File: config.mk
export PLATFORM = sky130hd
export DESIGN_NAME = scmr_router
export DESIGN_NICKNAME = d
export VERILOG_FILES = /design/src/scmr_pkg.sv /design/src/scmr_router.sv
export SDC_FILE = /design/constraint.sdc
export NUM_CORES = 1
export LEC_CHECK = 0
export ABC_AREA = 1
export BUFFER_PORTS_ARGS = -buffer_cell sky130_fd_sc_hd__buf_2
export CAP_MARGIN = 20
export CORE_MARGIN = 1.5
export CORE_UTILIZATION = 55
export CTS_BUF_LIST = sky130_fd_sc_hd__clkbuf_4 sky130_fd_sc_hd__clkbuf_8
export DETAILED_ROUTE_END_ITERATION = 12
export GPL_ROUTABILITY_DRIVEN = 0
export HOLD_SLACK_MARGIN = 0.02
export PLACE_DENSITY = 0.74
export SYNTH_ARGS = -nofsm -noshare
export SYNTH_HDL_FRONTEND = slang
export SYNTH_SLANG_ARGS = --single-unit
File: constraint.sdc
create_clock -name I_CLK_SYS -period 11.3 [get_ports I_CLK_SYS]
set_clock_uncertainty 0.15 [all_clocks]
set_input_delay 1.695 -clock I_CLK_SYS [delete_from_list [all_inputs] [get_ports I_CLK_SYS]]
set_output_delay 1.695 -clock I_CLK_SYS [all_outputs]
set_load 0.005 [all_outputs]
File: src/scmr_pkg.sv
// Constants and carrier types for the switch routing decision block.
// Assumes a four-port switch with the link logic around it supplying packets.
package scmr_pkg;

  localparam int NPORT = 4;
  localparam int PW    = 2;

  // Register map: one 16-byte window per port, port index in paddr[5:4]
  localparam int         ADDR_PORT_LSB = 4;
  localparam logic [1:0] ADDR_TOP_FREE = 2'h0;
  localparam logic [3:0] OFF_BUS       = 4'h0;
  localparam logic [3:0] OFF_CTRL      = 4'h4;
  localparam logic [3:0] OFF_STAT      = 4'h8;

  // Bus word fields
  localparam int F_PRI  = 0;
  localparam int F_SEC  = 8;
  localparam int F_SUB  = 16;
  localparam int F_UNIT = 24;

  // Control word fields
  localparam int C_CONCEAL  = 0;
  localparam int C_UCFG     = 1;
  localparam int C_ABSEL    = 2;
  localparam int C_FLOOD    = 3;
  localparam int C_FATAL    = 4;
  localparam int C_NONFATAL = 5;
  localparam int C_SERR     = 6;
  localparam int C_PRIMARY  = 7;
  localparam int C_DPORT    = 8;
  localparam int C_COMPAT   = 10;
  localparam int C_PMASK    = 12;

  // Status word fields; bits 0..5 are write-one-to-clear
  localparam int S_PRI_UNCL = 0;
  localparam int S_SEC_UNCL = 1;
  localparam int S_PRI_STA  = 2;
  localparam int S_SEC_STA  = 3;
  localparam int S_SYSERR   = 4;
  localparam int S_EOC      = 5;
  localparam int S_W        = 6;

  // Values after reset
  localparam logic [31:0]    BUS_RST  = 32'h0000_0000;
  localparam logic [31:0]    CTRL_RST = 32'h0000_f000;
  localparam logic [S_W-1:0] STAT_RST = 6'h00;

  typedef enum logic [2:0] {
    K_CFG0, K_CFG1, K_MSG0, K_MSG1, K_INTR, K_INTERRUPT_ACKNOWLEDGE_REQUEST, K_SMGT, K_OTHER
  } scmr_kind_t;

  typedef enum logic [3:0] {
    A_NONE, A_ACCESS, A_FORWARD, A_REFLECT, A_DELIVER,
    A_MABORT, A_TABORT, A_ONES, A_DROP, A_REJECT
  } scmr_act_t;

  typedef struct packed {
    logic          valid;
    logic [PW-1:0] port;
    scmr_kind_t    kind;
    logic [7:0]    bus;
    logic [4:0]    dev;
    logic          lw;
    logic [1:0]    lw_idx;
    logic          lw_level;
  } scmr_req_t;

  typedef struct packed {
    logic          valid;
    scmr_act_t     act;
    logic [PW-1:0] port;
    logic          to_type0;
    logic          flood;
    logic          fatal_irq;
    logic          nonfatal_irq;
    logic [1:0]    gen;
  } scmr_dec_t;

  typedef struct packed {
    logic          valid;
    logic [PW-1:0] port;
    logic [1:0]    gen;
  } scmr_rsp_t;

  typedef struct packed {
    logic          valid;
    logic [PW-1:0] port;
    logic          drop;
  } scmr_rspo_t;

endpackage

File: src/scmr_router.sv
// Routing decision core: configuration, message, interrupt and
// management packets, per-port link wake and inactive-port isolation.
// Assumes packets arrive one per cycle from link logic on I_CLK_SYS;
// port status lines and link stop come from outside and are synchronised.
`timescale 1ns/1ps

module scmr_router (
  input  wire logic                       I_CLK_SYS,
  input  wire logic                       I_RST_B,
  input  wire logic                       I_PSEL,
  input  wire logic                       I_PENABLE,
  input  wire logic                       I_PWRITE,
  input  wire logic [7:0]                 I_PADDR,
  input  wire logic [31:0]                I_PWDATA,
  output logic      [31:0]                O_PRDATA,
  output logic                            O_PREADY,
  output logic                            O_PSLVERR,
  input  wire scmr_pkg::scmr_req_t        I_REQ,
  output scmr_pkg::scmr_dec_t             O_DEC,
  input  wire scmr_pkg::scmr_rsp_t        I_RSP,
  output scmr_pkg::scmr_rspo_t            O_RSP,
  input  wire logic [3:0]                 I_LINK_STOP,
  input  wire logic [3:0]                 I_PORT_INACTIVE,
  input  wire logic [3:0]                 I_LOCAL_FN,
  output logic      [3:0]                 O_LINK_WAKE,
  output logic      [3:0][3:0]            O_LEGACY_WIRE
);

  localparam int N = scmr_pkg::NPORT;

  // Configuration and status state
  logic [31:0]                bus_reg      [N];
  logic [31:0]                ctrl_reg     [N];
  logic [scmr_pkg::S_W-1:0]   stat         [N];
  logic [31:0]                next_bus     [N];
  logic [31:0]                next_ctrl    [N];
  logic [scmr_pkg::S_W-1:0]   next_stat    [N];
  logic [scmr_pkg::S_W-1:0]   sset         [N];
  logic [N-1:0][3:0]          lwst;
  logic [N-1:0][3:0]          next_lwst;
  logic [N-1:0][1:0]          gen;
  logic [N-1:0][1:0]          next_gen;
  logic [N-1:0]               wake;
  logic [N-1:0]               next_wake;
  logic [N-1:0][3:0]          next_lw_out;

  // Synchronisers for outside levels
  logic [N-1:0]               stop_m;
  logic [N-1:0]               stop_s;
  logic [N-1:0]               inact_m;
  logic [N-1:0]               inact_s;
  logic [N-1:0]               inact_q;

  // Bus slave
  logic [1:0]                 a_port;
  logic [3:0]                 a_off;
  logic                       a_map;
  logic                       a_setup;
  logic                       a_wr;
  logic [31:0]                rd_mux;
  logic [31:0]                next_prdata;
  logic                       next_pready;
  logic                       next_pslverr;

  // Routing
  scmr_pkg::scmr_dec_t        rd;
  scmr_pkg::scmr_rspo_t       next_rsp;
  logic [N-1:0]               hit;
  logic [31:0]                cb;
  logic [1:0]                 ip;
  logic [1:0]                 dp;
  logic [1:0]                 mp;
  logic [1:0]                 eg;
  logic [2:0]                 nm;
  logic [N-1:0]               pm;
  logic                       ds;
  logic                       msg;
  logic                       unit_hit;
  logic                       dev_ok;
  logic                       uncl;
  logic                       want_acc;
  logic                       eoc;

  // Two flops before any logic looks at outside levels
  always_ff @(posedge I_CLK_SYS or negedge I_RST_B) begin
    if (!I_RST_B) begin
      stop_m  <= '0;
      stop_s  <= '0;
      inact_m <= '0;
      inact_s <= '0;
      inact_q <= '0;
    end else begin
      stop_m  <= I_LINK_STOP;
      stop_s  <= stop_m;
      inact_m <= I_PORT_INACTIVE;
      inact_s <= inact_m;
      inact_q <= inact_s;
    end
  end

  // Range match of the request bus against every port
  always_comb begin
    for (int p = 0; p < N; p++) begin
      hit[p] = (I_REQ.bus >= bus_reg[p][scmr_pkg::F_SEC+:8]) &&
               (I_REQ.bus <= bus_reg[p][scmr_pkg::F_SUB+:8]);
    end
  end

  // Secondary ports of the ingress partition whose range holds the bus
  always_comb begin
    nm = 3'h0;
    mp = 2'h0;
    for (int p = 0; p < N; p++) begin
      if (pm[p] && !ctrl_reg[p][scmr_pkg::C_PRIMARY] && hit[p]) begin
        nm = nm + 3'h1;
        mp = p[1:0];
      end
    end
  end

  // Routing decision for the packet in this cycle
  always_comb begin
    ip       = I_REQ.port;
    cb       = ctrl_reg[ip];
    ds       = cb[scmr_pkg::C_PRIMARY];
    dp       = cb[scmr_pkg::C_DPORT+:2];
    pm       = cb[scmr_pkg::C_PMASK+:4];
    msg      = (I_REQ.kind == scmr_pkg::K_MSG0) || (I_REQ.kind == scmr_pkg::K_MSG1);
    unit_hit = I_REQ.dev == bus_reg[ip][scmr_pkg::F_UNIT+:5];
    dev_ok   = (I_REQ.dev < 5'(N)) && pm[I_REQ.dev[1:0]];
    uncl     = 1'b0;
    want_acc = 1'b0;
    eoc      = 1'b0;
    eg       = ip;
    rd       = '0;
    rd.valid = I_REQ.valid;
    for (int p = 0; p < N; p++) begin
      sset[p] = '0;
    end
    case (I_REQ.kind)
      scmr_pkg::K_CFG0, scmr_pkg::K_MSG0: begin
        // Downstream needs only the unit match; upstream also visibility
        if (unit_hit && (ds || (!cb[scmr_pkg::C_CONCEAL] && (msg || cb[scmr_pkg::C_UCFG])))) begin
          want_acc = 1'b1;
        end else if (msg) begin
          eoc = 1'b1;
        end else begin
          rd.act = scmr_pkg::A_MABORT;
        end
      end
      scmr_pkg::K_CFG1, scmr_pkg::K_MSG1: begin
        if (ds) begin
          if (!hit[ip]) begin
            if (msg) begin
              eoc = 1'b1;
            end else begin
              rd.act = scmr_pkg::A_MABORT;
            end
          end else if (I_REQ.bus == bus_reg[ip][scmr_pkg::F_SEC+:8]) begin
            if (dev_ok) begin
              want_acc = 1'b1;
              eg       = I_REQ.dev[1:0];
            end else begin
              uncl = 1'b1;
            end
          end else if (nm != 3'h1) begin
            uncl = 1'b1;
          end else begin
            rd.act      = scmr_pkg::A_FORWARD;
            eg          = mp;
            rd.to_type0 = I_REQ.bus == bus_reg[mp][scmr_pkg::F_SEC+:8];
          end
        end else begin
          if (I_REQ.bus == bus_reg[ip][scmr_pkg::F_SEC+:8]) begin
            // Messages never touch local state on this path
            if (!msg && unit_hit && !cb[scmr_pkg::C_CONCEAL]) begin
              want_acc = 1'b1;
            end else begin
              rd.act      = scmr_pkg::A_REFLECT;
              rd.to_type0 = 1'b1;
            end
          end else if (hit[ip]) begin
            rd.act = scmr_pkg::A_REFLECT;
          end else if (I_REQ.bus == bus_reg[ip][scmr_pkg::F_PRI+:8]) begin
            if (dev_ok) begin
              want_acc = 1'b1;
              eg       = I_REQ.dev[1:0];
            end else begin
              uncl = 1'b1;
            end
          end else if (!hit[dp]) begin
            rd.act = scmr_pkg::A_FORWARD;
            eg     = dp;
          end else if (nm != 3'h1) begin
            uncl = 1'b1;
          end else begin
            rd.act      = scmr_pkg::A_FORWARD;
            eg          = mp;
            rd.to_type0 = I_REQ.bus == bus_reg[mp][scmr_pkg::F_SEC+:8];
          end
        end
      end
      scmr_pkg::K_INTR: begin
        // Downstream interrupts are undefined and dropped here
        if (!ds) begin
          rd.act = scmr_pkg::A_FORWARD;
          eg     = dp;
        end else begin
          rd.act = scmr_pkg::A_DROP;
        end
      end
      scmr_pkg::K_INTERRUPT_ACKNOWLEDGE_REQUEST: begin
        if (ds) begin
          rd.act = scmr_pkg::A_FORWARD;
          eg     = cb[scmr_pkg::C_COMPAT+:2];
        end else begin
          rd.act = scmr_pkg::A_DROP;
        end
      end
      scmr_pkg::K_SMGT: begin
        if (!ds) begin
          rd.act = scmr_pkg::A_FORWARD;
          eg     = dp;
        end else begin
          rd.act = scmr_pkg::A_DROP;
        end
      end
      default: begin
        rd.act = scmr_pkg::A_NONE;
      end
    endcase
    // Chain end: drop and flag
    if (eoc) begin
      rd.act              = scmr_pkg::A_DROP;
      sset[ip][scmr_pkg::S_EOC] = 1'b1;
    end
    // Addressed port reached: registers or local function
    if (want_acc) begin
      if (msg) begin
        rd.act = I_LOCAL_FN[eg] ? scmr_pkg::A_DELIVER : scmr_pkg::A_DROP;
      end else begin
        rd.act = scmr_pkg::A_ACCESS;
      end
    end
    // Unclaimed: flag on the side opposite the one it arrived from, then answer
    if (uncl) begin
      sset[ip][ds ? scmr_pkg::S_SEC_UNCL : scmr_pkg::S_PRI_UNCL] = 1'b1;
      if (msg) begin
        rd.act = scmr_pkg::A_DROP;
        if (cb[scmr_pkg::C_ABSEL]) begin
          if (cb[scmr_pkg::C_FLOOD] && cb[scmr_pkg::C_SERR]) begin
            rd.flood = 1'b1;
            sset[ip][scmr_pkg::S_SYSERR] = 1'b1;
          end else if (cb[scmr_pkg::C_FATAL]) begin
            rd.fatal_irq = 1'b1;
          end else if (cb[scmr_pkg::C_NONFATAL]) begin
            rd.nonfatal_irq = 1'b1;
          end
        end
      end else if (cb[scmr_pkg::C_ABSEL]) begin
        rd.act = scmr_pkg::A_TABORT;
        sset[ip][ds ? scmr_pkg::S_PRI_STA : scmr_pkg::S_SEC_STA] = 1'b1;
      end else begin
        rd.act = scmr_pkg::A_ONES;
      end
    end
    // An inactive egress must not hold up the active ports
    if (inact_s[eg] && (rd.act == scmr_pkg::A_FORWARD || rd.act == scmr_pkg::A_REFLECT ||
                        rd.act == scmr_pkg::A_ACCESS || rd.act == scmr_pkg::A_DELIVER)) begin
      rd.act = scmr_pkg::A_REJECT;
    end
    rd.port = eg;
    rd.gen  = gen[eg];
    if (!I_REQ.valid) begin
      rd = '0;
    end
  end

  // Bus slave decode; one setup plus one access cycle
  always_comb begin
    a_port  = I_PADDR[scmr_pkg::ADDR_PORT_LSB+:2];
    a_off   = I_PADDR[3:0];
    a_map   = (I_PADDR[7:6] == scmr_pkg::ADDR_TOP_FREE) &&
              (a_off == scmr_pkg::OFF_BUS || a_off == scmr_pkg::OFF_CTRL || a_off == scmr_pkg::OFF_STAT);
    a_setup = I_PSEL && !I_PENABLE;
    a_wr    = I_PSEL && I_PENABLE && O_PREADY && I_PWRITE && a_map;
    case (a_off)
      scmr_pkg::OFF_BUS:  rd_mux = bus_reg[a_port];
      scmr_pkg::OFF_CTRL: rd_mux = ctrl_reg[a_port];
      scmr_pkg::OFF_STAT: rd_mux = {24'h0, stop_s[a_port], inact_s[a_port], stat[a_port]};
      default:            rd_mux = 32'h0;
    endcase
    next_pready  = a_setup;
    next_pslverr = a_setup && !a_map;
    next_prdata  = (a_setup && !I_PWRITE && a_map) ? rd_mux : 32'h0;
  end

  // Register, status, wake, generation and legacy wire next values
  always_comb begin
    for (int p = 0; p < N; p++) begin
      next_bus[p]  = bus_reg[p];
      next_ctrl[p] = ctrl_reg[p];
      next_stat[p] = stat[p];
      if (a_wr && a_port == p[1:0] && a_off == scmr_pkg::OFF_BUS) begin
        next_bus[p] = I_PWDATA;
      end
      if (a_wr && a_port == p[1:0] && a_off == scmr_pkg::OFF_CTRL) begin
        next_ctrl[p] = I_PWDATA;
      end
      if (a_wr && a_port == p[1:0] && a_off == scmr_pkg::OFF_STAT) begin
        next_stat[p] = stat[p] & ~I_PWDATA[scmr_pkg::S_W-1:0];
      end
      // Set beats a clear landing in the same cycle
      next_stat[p] = next_stat[p] | (I_REQ.valid ? sset[p] : '0);
      // Entering reset (port going inactive) retires every outstanding tag of that port
      next_gen[p]  = (inact_s[p] && !inact_q[p]) ? gen[p] + 2'h1 : gen[p];
      // Wake held until the stopped link comes back
      next_wake[p] = stop_s[p] && (wake[p] || (rd.port == p[1:0] && rd.act == scmr_pkg::A_FORWARD));
      next_lwst[p] = lwst[p];
      if (I_REQ.valid && I_REQ.kind == scmr_pkg::K_SMGT && I_REQ.lw && I_REQ.port == p[1:0] &&
          !ctrl_reg[p][scmr_pkg::C_PRIMARY]) begin
        next_lwst[p][I_REQ.lw_idx] = I_REQ.lw_level;
      end
    end
    // Each primary port ORs the wires of the secondaries behind it
    for (int p = 0; p < N; p++) begin
      next_lw_out[p] = 4'h0;
      for (int q = 0; q < N; q++) begin
        if (!ctrl_reg[q][scmr_pkg::C_PRIMARY] && ctrl_reg[q][scmr_pkg::C_DPORT+:2] == p[1:0]) begin
          next_lw_out[p] = next_lw_out[p] | lwst[q];
        end
      end
    end
  end

  // Responses to a port that went inactive since the request are stale
  always_comb begin
    next_rsp       = '0;
    next_rsp.valid = I_RSP.valid;
    next_rsp.port  = I_RSP.port;
    next_rsp.drop  = I_RSP.valid && (inact_s[I_RSP.port] || I_RSP.gen != gen[I_RSP.port]);
  end

  always_ff @(posedge I_CLK_SYS or negedge I_RST_B) begin
    if (!I_RST_B) begin
      for (int p = 0; p < N; p++) begin
        bus_reg[p]  <= scmr_pkg::BUS_RST;
        ctrl_reg[p] <= scmr_pkg::CTRL_RST;
        stat[p]     <= scmr_pkg::STAT_RST;
      end
      gen           <= '0;
      wake          <= '0;
      lwst          <= '0;
      O_LINK_WAKE   <= '0;
      O_LEGACY_WIRE <= '0;
      O_PRDATA      <= 32'h0;
      O_PREADY      <= 1'b0;
      O_PSLVERR     <= 1'b0;
      O_DEC         <= '0;
      O_RSP         <= '0;
    end else begin
      for (int p = 0; p < N; p++) begin
        bus_reg[p]  <= next_bus[p];
        ctrl_reg[p] <= next_ctrl[p];
        stat[p]     <= next_stat[p];
      end
      gen           <= next_gen;
      wake          <= next_wake;
      lwst          <= next_lwst;
      O_LINK_WAKE   <= next_wake;
      O_LEGACY_WIRE <= next_lw_out;
      O_PRDATA      <= next_prdata;
      O_PREADY      <= next_pready;
      O_PSLVERR     <= next_pslverr;
      O_DEC         <= rd;
      O_RSP         <= next_rsp;
    end
  end

endmodule

-- Word level (Yosys, flattened, before mapping)
Cells that the tools add are included.
- add/subtract/negate cells: 7
- order comparisons: 25
- eq/ne operators: 40
- multiplexer cells: 175
- bitwise operators: 27
- reduce and logical (&&, ||, !) cells: 126
- operators by type and width (cell ; number):
    32-bit binary-select mux with 2-bit select ; 5
    32-bit two-way mux ; 5
    24-bit two-way mux ; 6
    4-bit two-way mux ; 28
    32-bit case mux with 3 select lines ; 1
    1-bit logical AND ; 87
    6-bit two-way mux ; 13
    24-bit bitwise OR ; 3
    16-bit two-way mux ; 4
    29-bit two-way mux ; 2
    1-bit two-way mux ; 53
    6-bit demux with 2-bit select ; 4
    4-bit bitwise OR ; 12
    2-bit two-way mux ; 22
    8-bit greater-or-equal comparator ; 4
    8-bit <= comparator ; 4
    2-bit equality test (second input constant) ; 14
    6-bit AND ; 4
    8-bit equality test ; 3
    3-bit two-way mux ; 8
    6-bit bitwise OR ; 4
    2-bit by 3-bit < comparator with 1-bit output (second input constant) ; 7
    1-bit binary-select mux with 2-bit select ; 8
    4-bit bitwise mux ; 4
    other kinds (37) ; 95
- bits in registers: 395
- bits of input ports: 85
- output and inout port bits: 71
- logic and storage cells: 444

-- Depth between registers and ports, before layout
Gate-level depths: netlist (run 1).
- depth after elaboration: 38
- mapped depth: 40
- gate-level depth less buffers: 38

-- Worst setup path before layout (run 1)
OpenSTA, ideal clock, no wires.
- kind: input to register
- start point: input port I_REQ[9] in the netlist's numbering
- end point: register wake[0]
- library setup time: 121 ps
- data arrival time: 5378 ps
- data required time: 11029 ps
- path slack: 5650 ps
- stages: 38
- buffers on the path: 2
- path through: inv_1 -> ha_1 -> inv_1 -> a21oi_1 -> o21ai_0 -> nand2_1 -> nand2_1 -> nand2_1 -> nand2_1 -> nor2_1 -> clkbuf_1 -> ha_1 -> inv_1 -> nand2_1 -> nand2_1 -> inv_1 -> ha_1 -> inv_1 -> (+2 left out) -> nand2_2 -> nand2_1 -> nand3_1 -> nand3_1 -> nand2_1 -> nand2_1 -> nand2_1 -> nand2_2 -> nand2_2 -> buf_6 -> nand2_2 -> nand3_2 -> nand2_1 -> nand2_1 -> a21oi_1 -> a21oi_4 -> nand4_1 -> a21oi_1
- RTL lines (item ; line ; text):
    start, declared ; scmr_router.sv:18 ; input wire scmr_pkg::scmr_req_t I_REQ,
    end signal, assigned ; scmr_router.sv:368 ; wake <= next_wake;
    end, declared ; scmr_router.sv:43 ; logic [N-1:0] wake;

-- Final worst setup path (run 1)
- start point: input port I_REQ[20] in the netlist's numbering
- end point: register wake[2]
- cells in the longest elaborated chain, start to end: 38
- elaborated cells between the ends (all ways): 118
- those cells by class: add/sub (3); eq/ne (10); mux (81); bitwise (1); reduce/logical (23)
- ends and longest elaborated chain (item ; line ; text):
    2-bit NOT with 3-bit output (implied by the code) ; - ;
    32-bit binary-select mux with 2-bit select ; scmr_router.sv:124 ; cb = ctrl_reg[ip];
    16-bit two-way mux (implied by the code) (2 in series) ; scmr_router.sv:124 ;
    1-bit logical AND (2 in series) ; scmr_router.sv:114 ; if (pm[p] && !ctrl_reg[p][scmr_pkg::C_PRIMARY] && hit[p]) begin
    1-bit two-way mux ; scmr_router.sv:114 ;
    3-bit by 1-bit adder with 3-bit output ; scmr_router.sv:115 ; nm = nm + 3'h1;
    3-bit two-way mux ; scmr_router.sv:114 ;
    3-bit by 1-bit adder with 3-bit output ; scmr_router.sv:115 ;
    (+21 left out) ; - ;
    1-bit logical AND ; scmr_router.sv:268 ; if (inact_s[eg] && (rd.act == scmr_pkg::A_FORWARD || rd.act == scmr_pkg::A_REFLECT ||
    4-bit two-way mux ; scmr_router.sv:268 ;
    13-bit two-way mux (*) ; scmr_router.sv:274 ; if (!I_REQ.valid) begin
    4-bit by 2-bit equality test with 1-bit output ; scmr_router.sv:318 ; next_wake[p] = stop_s[p] && (wake[p] || (rd.port == p[1:0] && rd.act == scmr_pkg::A_FORWARD));
    1-bit logical AND (*) ; scmr_router.sv:318 ;
    1-bit logical OR (*) ; scmr_router.sv:318 ;
    1-bit logical AND (*) ; scmr_router.sv:318 ;
    net next_wake[2] ; scmr_router.sv:44 ; logic [N-1:0] next_wake;
The timed path passes the listed nets; every way through them passes the cells marked *. The select of a mux whose other input is x is not followed.
A chain may end at the register's enable or synchronous reset.

==> impl_metrics.toml, run 1 <==
[synth]
synth-simple-area-share = 0.1655
synth_compound_area_frac = 0.2160
ys_types = 57
synth_ff_type = "dfrtp_1"
synth_top_family_by_area = "compound AO/OA/AOI/OAI gates"
synth_cells = 2419
yosysWarningCount = 0
ys_async_sr_fraction = 1.000
synth_area_um2 = 20460
ys_seq_elements = 395
synthXorXnorAreaFrac = 0.01498
synthAdderAreaFrac = 0.04219
syn_nets = 2573
ys_seq_area_frac = 0.4840
synthMuxAreaShare = 0.001957
avgSynthCellArea_um2 = 8.459
synth_edf_count = 0

[cts]
clkLatencyLatePin_ns = 0.65
cts_setup_buffers = 0
ctsRootBufferMaster = "clkbuf_8"
cts_tree = "yes"
ctsHoldBuffers = 0
cts_resized = 0
clockBufferDepth = 3
htree_levels = 3
cts.sinks = 395
cts.clk_slew.worst_paths_ns = 0.05
cts_inserted_buffers = 68

[detailed_routing]
drcViolationCount = 0
wl_per_cell_um = 20.02
num_vias = 18710
viasPerCell = 6.118
drt_pre_antenna_iters = 7
initialDrtViolationCount = 2062
wirelength_mm = 61.23
ant_nets = 0

[cells_and_area]
n_antenna_cell = 0
drive_gt1_frac = 0.1444
fin_cells = 3058
multi_input_area_um2 = 9091
fin_area_um2 = 23010
syn2layout_area_growth_pct = 12.46
register_area_um2 = 9905
fill_cells = 3180
nets = 2698

[hold_path]
hp-class = "reg2reg"
hold_depth = 0
min_from = "inact_m[1]$_DFF_PN0_"
min_to = "inact_s[1]$_DFF_PN0_"

[critical_path]
cp_slowest_stage_delay_ns = 0.76
slowest_stage = "nor2_1"
cp.depth = 31
worstReg2RegEnd = "wake[2]$_DFF_PN0_"
crit_buf_inv = 7
crit_path_end_kind = "register"
crit_family = "simple AND/OR/NAND/NOR gates"
rrSetupSlack_ns = 5.88
worstSetupStartpointType = "primary input"
required_ns = 11.68
r2r-start = "bus_reg[79]$_DFFE_PN0P_"
crit_type = "in2reg"
cp_max_fo = 26
cp_data_arrival_time_ns = 6.85
reg2reg_depth = 32
cpMostUsedCell = "nand2_1"

[timing]
period_minus_slack_ns = 6.468
report.final.slew_viol_count = 0
rsz0062_at_grt = "no"
timing.fmax_mhz = 154.6
finalSetupTns_ns = 0
setup_slack_ns = 4.832
setup_viol = 0
max_slew_margin = 0.2348
worst_slew_pin_slew_ns = 1.148
timing.final.crit_share = 0.5724
hold_viol = 0

[die]
start_util = 0.5590
core_area_um2 = 36610
die_y_um = 195.9
pin_count = 156
die_area_um2 = 38370
die-width_um = 195.9
row_count = 70

[power_and_ir_drop]
leakagePower_uw = 0.01078
power.density_nw_per_um2 = 135.7
peakVddDrop_v = 0.00009866
p_total_uw = 3122

[placement]
dpl.cell_count = 2941
hpwl_mm = 38.40
dp_slack_ns = 4.408
port_buffers = 155
placed_area_um2 = 21550

[global_routing]
grt_max_degree = 193
track_usage = 0.3208
grt_pass1_wl_mm = 96.93
grt_overflow_total = 0
grt_pass1_vias = 18169
antenna_found_initial = 0

[status]
status = "finished clean"

[flow_run]
drv_cap = 0
==> cells in the final DEF (no fill, tap or decap), drive strengths merged <==
master	count
mux2i	4
clkinvlp	2
o2111ai	3
buf	177
a21o	2
o31ai	4
o211ai	6
nand2	601
clkbuf	108
a22oi	141
xor2	33
o221ai	52
nand4	25
a31o	8
nand3b	1
nor3	30
o21a	8
o22ai	14
ha	69
dfrtp	379
a31oi	2
a221oi	20
xnor2	2
o32ai	8
a2111oi	1
clkinv	8
a21oi	86
a41oi	1
a211oi	3
a21boi	2
o21ai	351
a311oi	1
dfstp	16
inv	267
or2	3
nor2	89
o21bai	2
nand3	61
==> through the flow <==
stage,utilization,hold WS (ns)
after global routing,0.6286,0.2042
final,0.6286,0.1961
after CTS,0.6278,0.1965
after global placement,0.5887,0.1865
after detailed placement,0.5887,0.1847
after floorplan,-,0.1812
==> worst max path at each step <==
stage          startpoint                end
6_report        I_REQ[20]  wake[2]$_DFF_PN0_
5_1_grt         I_REQ[20]  wake[2]$_DFF_PN0_
4_1_cts         I_REQ[21]  wake[2]$_DFF_PN0_
3_5_place_dp    I_REQ[21]  wake[3]$_DFF_PN0_
3_3_place_gp    I_REQ[20]  wake[0]$_DFF_PN0_
2_1_floorplan    I_REQ[9]  wake[0]$_DFF_PN0_
==> report_power, final <==
group	switching [uW]	total (uW)	internal, uW
clock	586	1360	772
combinational	205	286	80.3
sequential	24.9	1480	1450
total	816	3120	2310
==> final cells by class <==
cell class                 count  area share
multi-input combinational   1633      0.3951
clock inverter                 8    0.002284
clock buffer                 108     0.05997
inverter                     269     0.04410
sequential                   395      0.4304
tap                          468     0.02545
timing repair buffer         177     0.04274
==> routing by layer <==
layer | GRT usage | part of all wire | up-vias
li1 | - | - | 8490
met3 | 0.05742 | 0.090 | 208
met2 | 0.5184 | 0.46 | 1037
met1 | 0.4195 | 0.40 | 8975
met5 | 0 | 0 | -
met4 | 0.1558 | 0.042 | 0
==> cell usage after synthesis, drive strengths merged, types with 3 or more instances <==
cell type / n / area share
nand2: 601 / 0.11
dfrtp: 379 / 0.46
o21ai: 351 / 0.086
inv: 265 / 0.049
a22oi: 141 / 0.052
clkbuf: 100 / 0.018
nor2: 89 / 0.020
a21oi: 86 / 0.023
ha: 69 / 0.042
nand3: 61 / 0.016
o221ai: 52 / 0.023
xor2: 33 / 0.014
nor3: 30 / 0.0078
nand4: 25 / 0.0076
buf: 22 / 0.0075
a221oi: 20 / 0.0086
dfstp: 16 / 0.021
o22ai: 14 / 0.0043
a31o: 8 / 0.0034
o21a: 8 / 0.0029
o32ai: 8 / 0.0034
o211ai: 6 / 0.0022
clkinv: 4 / 0.00073
mux2i: 4 / 0.0020
o31ai: 4 / 0.0015
a211oi: 3 / 0.0011
o2111ai: 3 / 0.0013
or2: 3 / 0.00092
==> kinds of logic (layout without fill, tap and decap cells) <==
group | after synthesis | after routing
buf+inv | 391 | 562
fa+ha+maj | 69 | 69
xor+xnor | 35 | 35
mux | 4 | 4
compound gates | 715 | 715
simple gates | 810 | 810
flops | 395 | 395
(Power assumes the default switching activity.)
==> run 2: changes to the inputs <==
--- a/config.mk
+++ b/config.mk
@@ -14,7 +14,7 @@
 export DETAILED_ROUTE_END_ITERATION = 12
 export GPL_ROUTABILITY_DRIVEN = 0
 export HOLD_SLACK_MARGIN = 0.02
-export PLACE_DENSITY = 0.74
+export PLACE_DENSITY = 0.77
 export SYNTH_ARGS = -nofsm -noshare
 export SYNTH_HDL_FRONTEND = slang
 export SYNTH_SLANG_ARGS = --single-unit
==> constraint.sdc (replaced) <==
create_clock -name I_CLK_SYS -period 5.69 [get_ports I_CLK_SYS]
set_clock_uncertainty 0.15 [all_clocks]
set_input_delay 0.8535 -clock I_CLK_SYS [delete_from_list [all_inputs] [get_ports I_CLK_SYS]]
set_output_delay 0.8535 -clock I_CLK_SYS [all_outputs]
set_load 0.005 [all_outputs]
==> run 2 against run 1 <==
Net effect:
- total power increased by 97%
- die area unchanged
- core utilization rose by 0.37 points
- non-clock buffer count is 19 higher
- clock power rose by 93%
- via count grew 0.67%
- sequential power is 99% higher
- register-to-register slack lost 5.1 ns
- combinational power grew 100%
- global-route usage is 0.47 points higher
- critical path type unchanged
- critical endpoint is now wake[0]$_DFF_PN0_
- highest routed layer unchanged
==> impl_metrics.toml, run 2 (synthesis results as in run 1) <==
[cells_and_area]
layout_common_cells = "nand2_1, dfrtp_1, o21ai_0, inv_1, buf_2"
fin_cells = 3078
fill_cells = 3140
syn2layout_area_growth_pct = 13.11
drive_gt1_frac = 0.1500
layout_commonest_cell = "nand2_1"
fin_area_um2 = 23150
nets = 2717

[power_and_ir_drop]
comb_power_share = 0.094
p_sw_uw = 1613
p_sw_frac = 0.2626
internal_power_uw = 4530
power.share.clock = 0.428
peakVddDrop_v = 0.0001722
pwr-share-seq = 0.478
power.density_nw_per_um2 = 265.4
leakagePower_uw = 0.01086

[critical_path]
rrSetupSlack_ns = 0.78
reg2reg_depth = 34
cp_max_fo = 11
cp_slowest_stage_delay_ns = 0.44
required_ns = 6.05
r2r-start = "bus_reg[81]$_DFFE_PN0P_"
worstReg2RegEnd = "wake[0]$_DFF_PN0_"
cpMostUsedCell = "nand2_1"
cp_data_arrival_time_ns = 5.28
crit_type = "in2reg"
crit_path_end_kind = "register"
slowest_stage = "nor2_1"
worstSetupStartpointType = "primary input"

[timing]
worst_slew_pin_slew_ns = 1.026
finalSetupTns_ns = 0
timing.final.crit_share = 0.8650
report.final.slew_viol_count = 0
rsz0062_at_grt = "no"
setup_viol = 0
hold_viol = 0
max_slew_margin = 0.3119
hold_ws_ns = 0.1304
timing.fmax_mhz = 203.2
period_minus_slack_ns = 4.922

[status]
status = "finished clean"

[cts]
cts_setup_buffers = 0
clkLatencyLatePin_ns = 0.64
ctsRootBufferMaster = "clkbuf_8"
cts_tree = "yes"
clockBufferDepth = 3
cts.clk_slew.worst_paths_ns = 0.06
ctsHoldBuffers = 0
cts_resized = 0
cts.sinks = 395
htree_levels = 3
cts_inserted_buffers = 68

[die]
start_util = 0.5590
die-width_um = 195.9
row_count = 70
core_area_um2 = 36610
die_y_um = 195.9
pin_count = 156
die_area_um2 = 38370

[detailed_routing]
num_vias = 18836
wirelength_mm = 61.57
ant_nets = 0
initialDrtViolationCount = 2003
drt_pre_antenna_iters = 7
drcViolationCount = 0
viasPerCell = 6.120
wl_per_cell_um = 20.00

[hold_path]
hp-class = "in2async"

[global_routing]
grt_max_degree = 122
antenna_found_initial = 2
grt_pass1_vias = 18768
grt_overflow_total = 0
grt_pass1_wl_mm = 98.79
track_usage = 0.3255

[flow_run]
drv_cap = 0

[placement]
dpl.cell_count = 2961
placed_area_um2 = 21760
port_buffers = 155
hpwl_mm = 40.95
==> run 2: cell types whose count changed in the layout (fill, tap and decap cells not counted) <==
cell	change
buf_12	+3
bufinv_16	+1
clkinv_2	+1
diode_2	+3
buf_4	+15
clkbuf_4	+5
clkbuf_8	-10
buf_6	+1
clkinvlp_4	+1
==> run 2: how the worst max path moves through the flow <==
stage                             end  cells after the start                    start
floorplan           wake[0]$_DFF_PN0_                     38                 I_REQ[9]
global placement    wake[3]$_DFF_PN0_                     33                I_REQ[16]
detailed placement  wake[0]$_DFF_PN0_                     32                I_REQ[16]
CTS                 wake[0]$_DFF_PN0_                     31  bus_reg[81]$_DFFE_PN0P_
global route        wake[0]$_DFF_PN0_                     32  bus_reg[79]$_DFFE_PN0P_
finish              wake[0]$_DFF_PN0_                     34                I_REQ[12]
==> run 2: critical path: cells and delay by family <==
family          cells  cell delay [ns]
fa+ha+maj           3             0.75
compound gates      5             0.85
simple gates       22             2.22
buf+inv             4             0.61
==> run 2: routing by layer <==
| metal | track usage | vias to the layer above | wire [um] |
|---|---|---|---|
| met1 | 0.4109 | 9014 | 24510 |
| met2 | 0.5217 | 1040 | 28320 |
| met3 | 0.07512 | 251 | 5663 |
| met5 | 0 | - | 0 |
| met4 | 0.1761 | 0 | 3072 |
| li1 | - | 8531 | - |
==> run 2: power groups by stage <==
stage	logic, uW	registers, uW	clock network (uW)
3_5_place_dp	570	2980	0
4_1_cts	572	2940	2680
5_1_grt	638	2940	2810
3_3_place_gp	550	2980	0
6_report	578	2940	2630
2_1_floorplan	321	2970	0
==> run 2: final cells by class <==
type / count / area, um2 / share of cell area
Multi-Input combinational cell: 1633 / 9091 / 0.3928
Clock buffer: 103 / 1280 / 0.05530
Inverter: 269 / 1015 / 0.04384
Timing Repair Buffer: 196 / 1167 / 0.05044
Sequential cell: 395 / 9905 / 0.4279
Clock inverter: 11 / 95.09 / 0.004108
Antenna cell: 3 / 7.507 / 0.0003243
Tap cell: 468 / 585.6 / 0.02530
==> run 2: metrics by stage <==
stage / util / worst slack, ns / total power [uW]
6_report: 0.6322 / 0.7682 / 6143
5_1_grt: 0.6322 / 0.2806 / 6389
4_1_cts: 0.6320 / 0.8469 / 6185
3_5_place_dp: 0.5945 / 0.2251 / 3552
3_3_place_gp: 0.5934 / 0.4359 / 3531
2_1_floorplan: - / 0.8820 / 3293
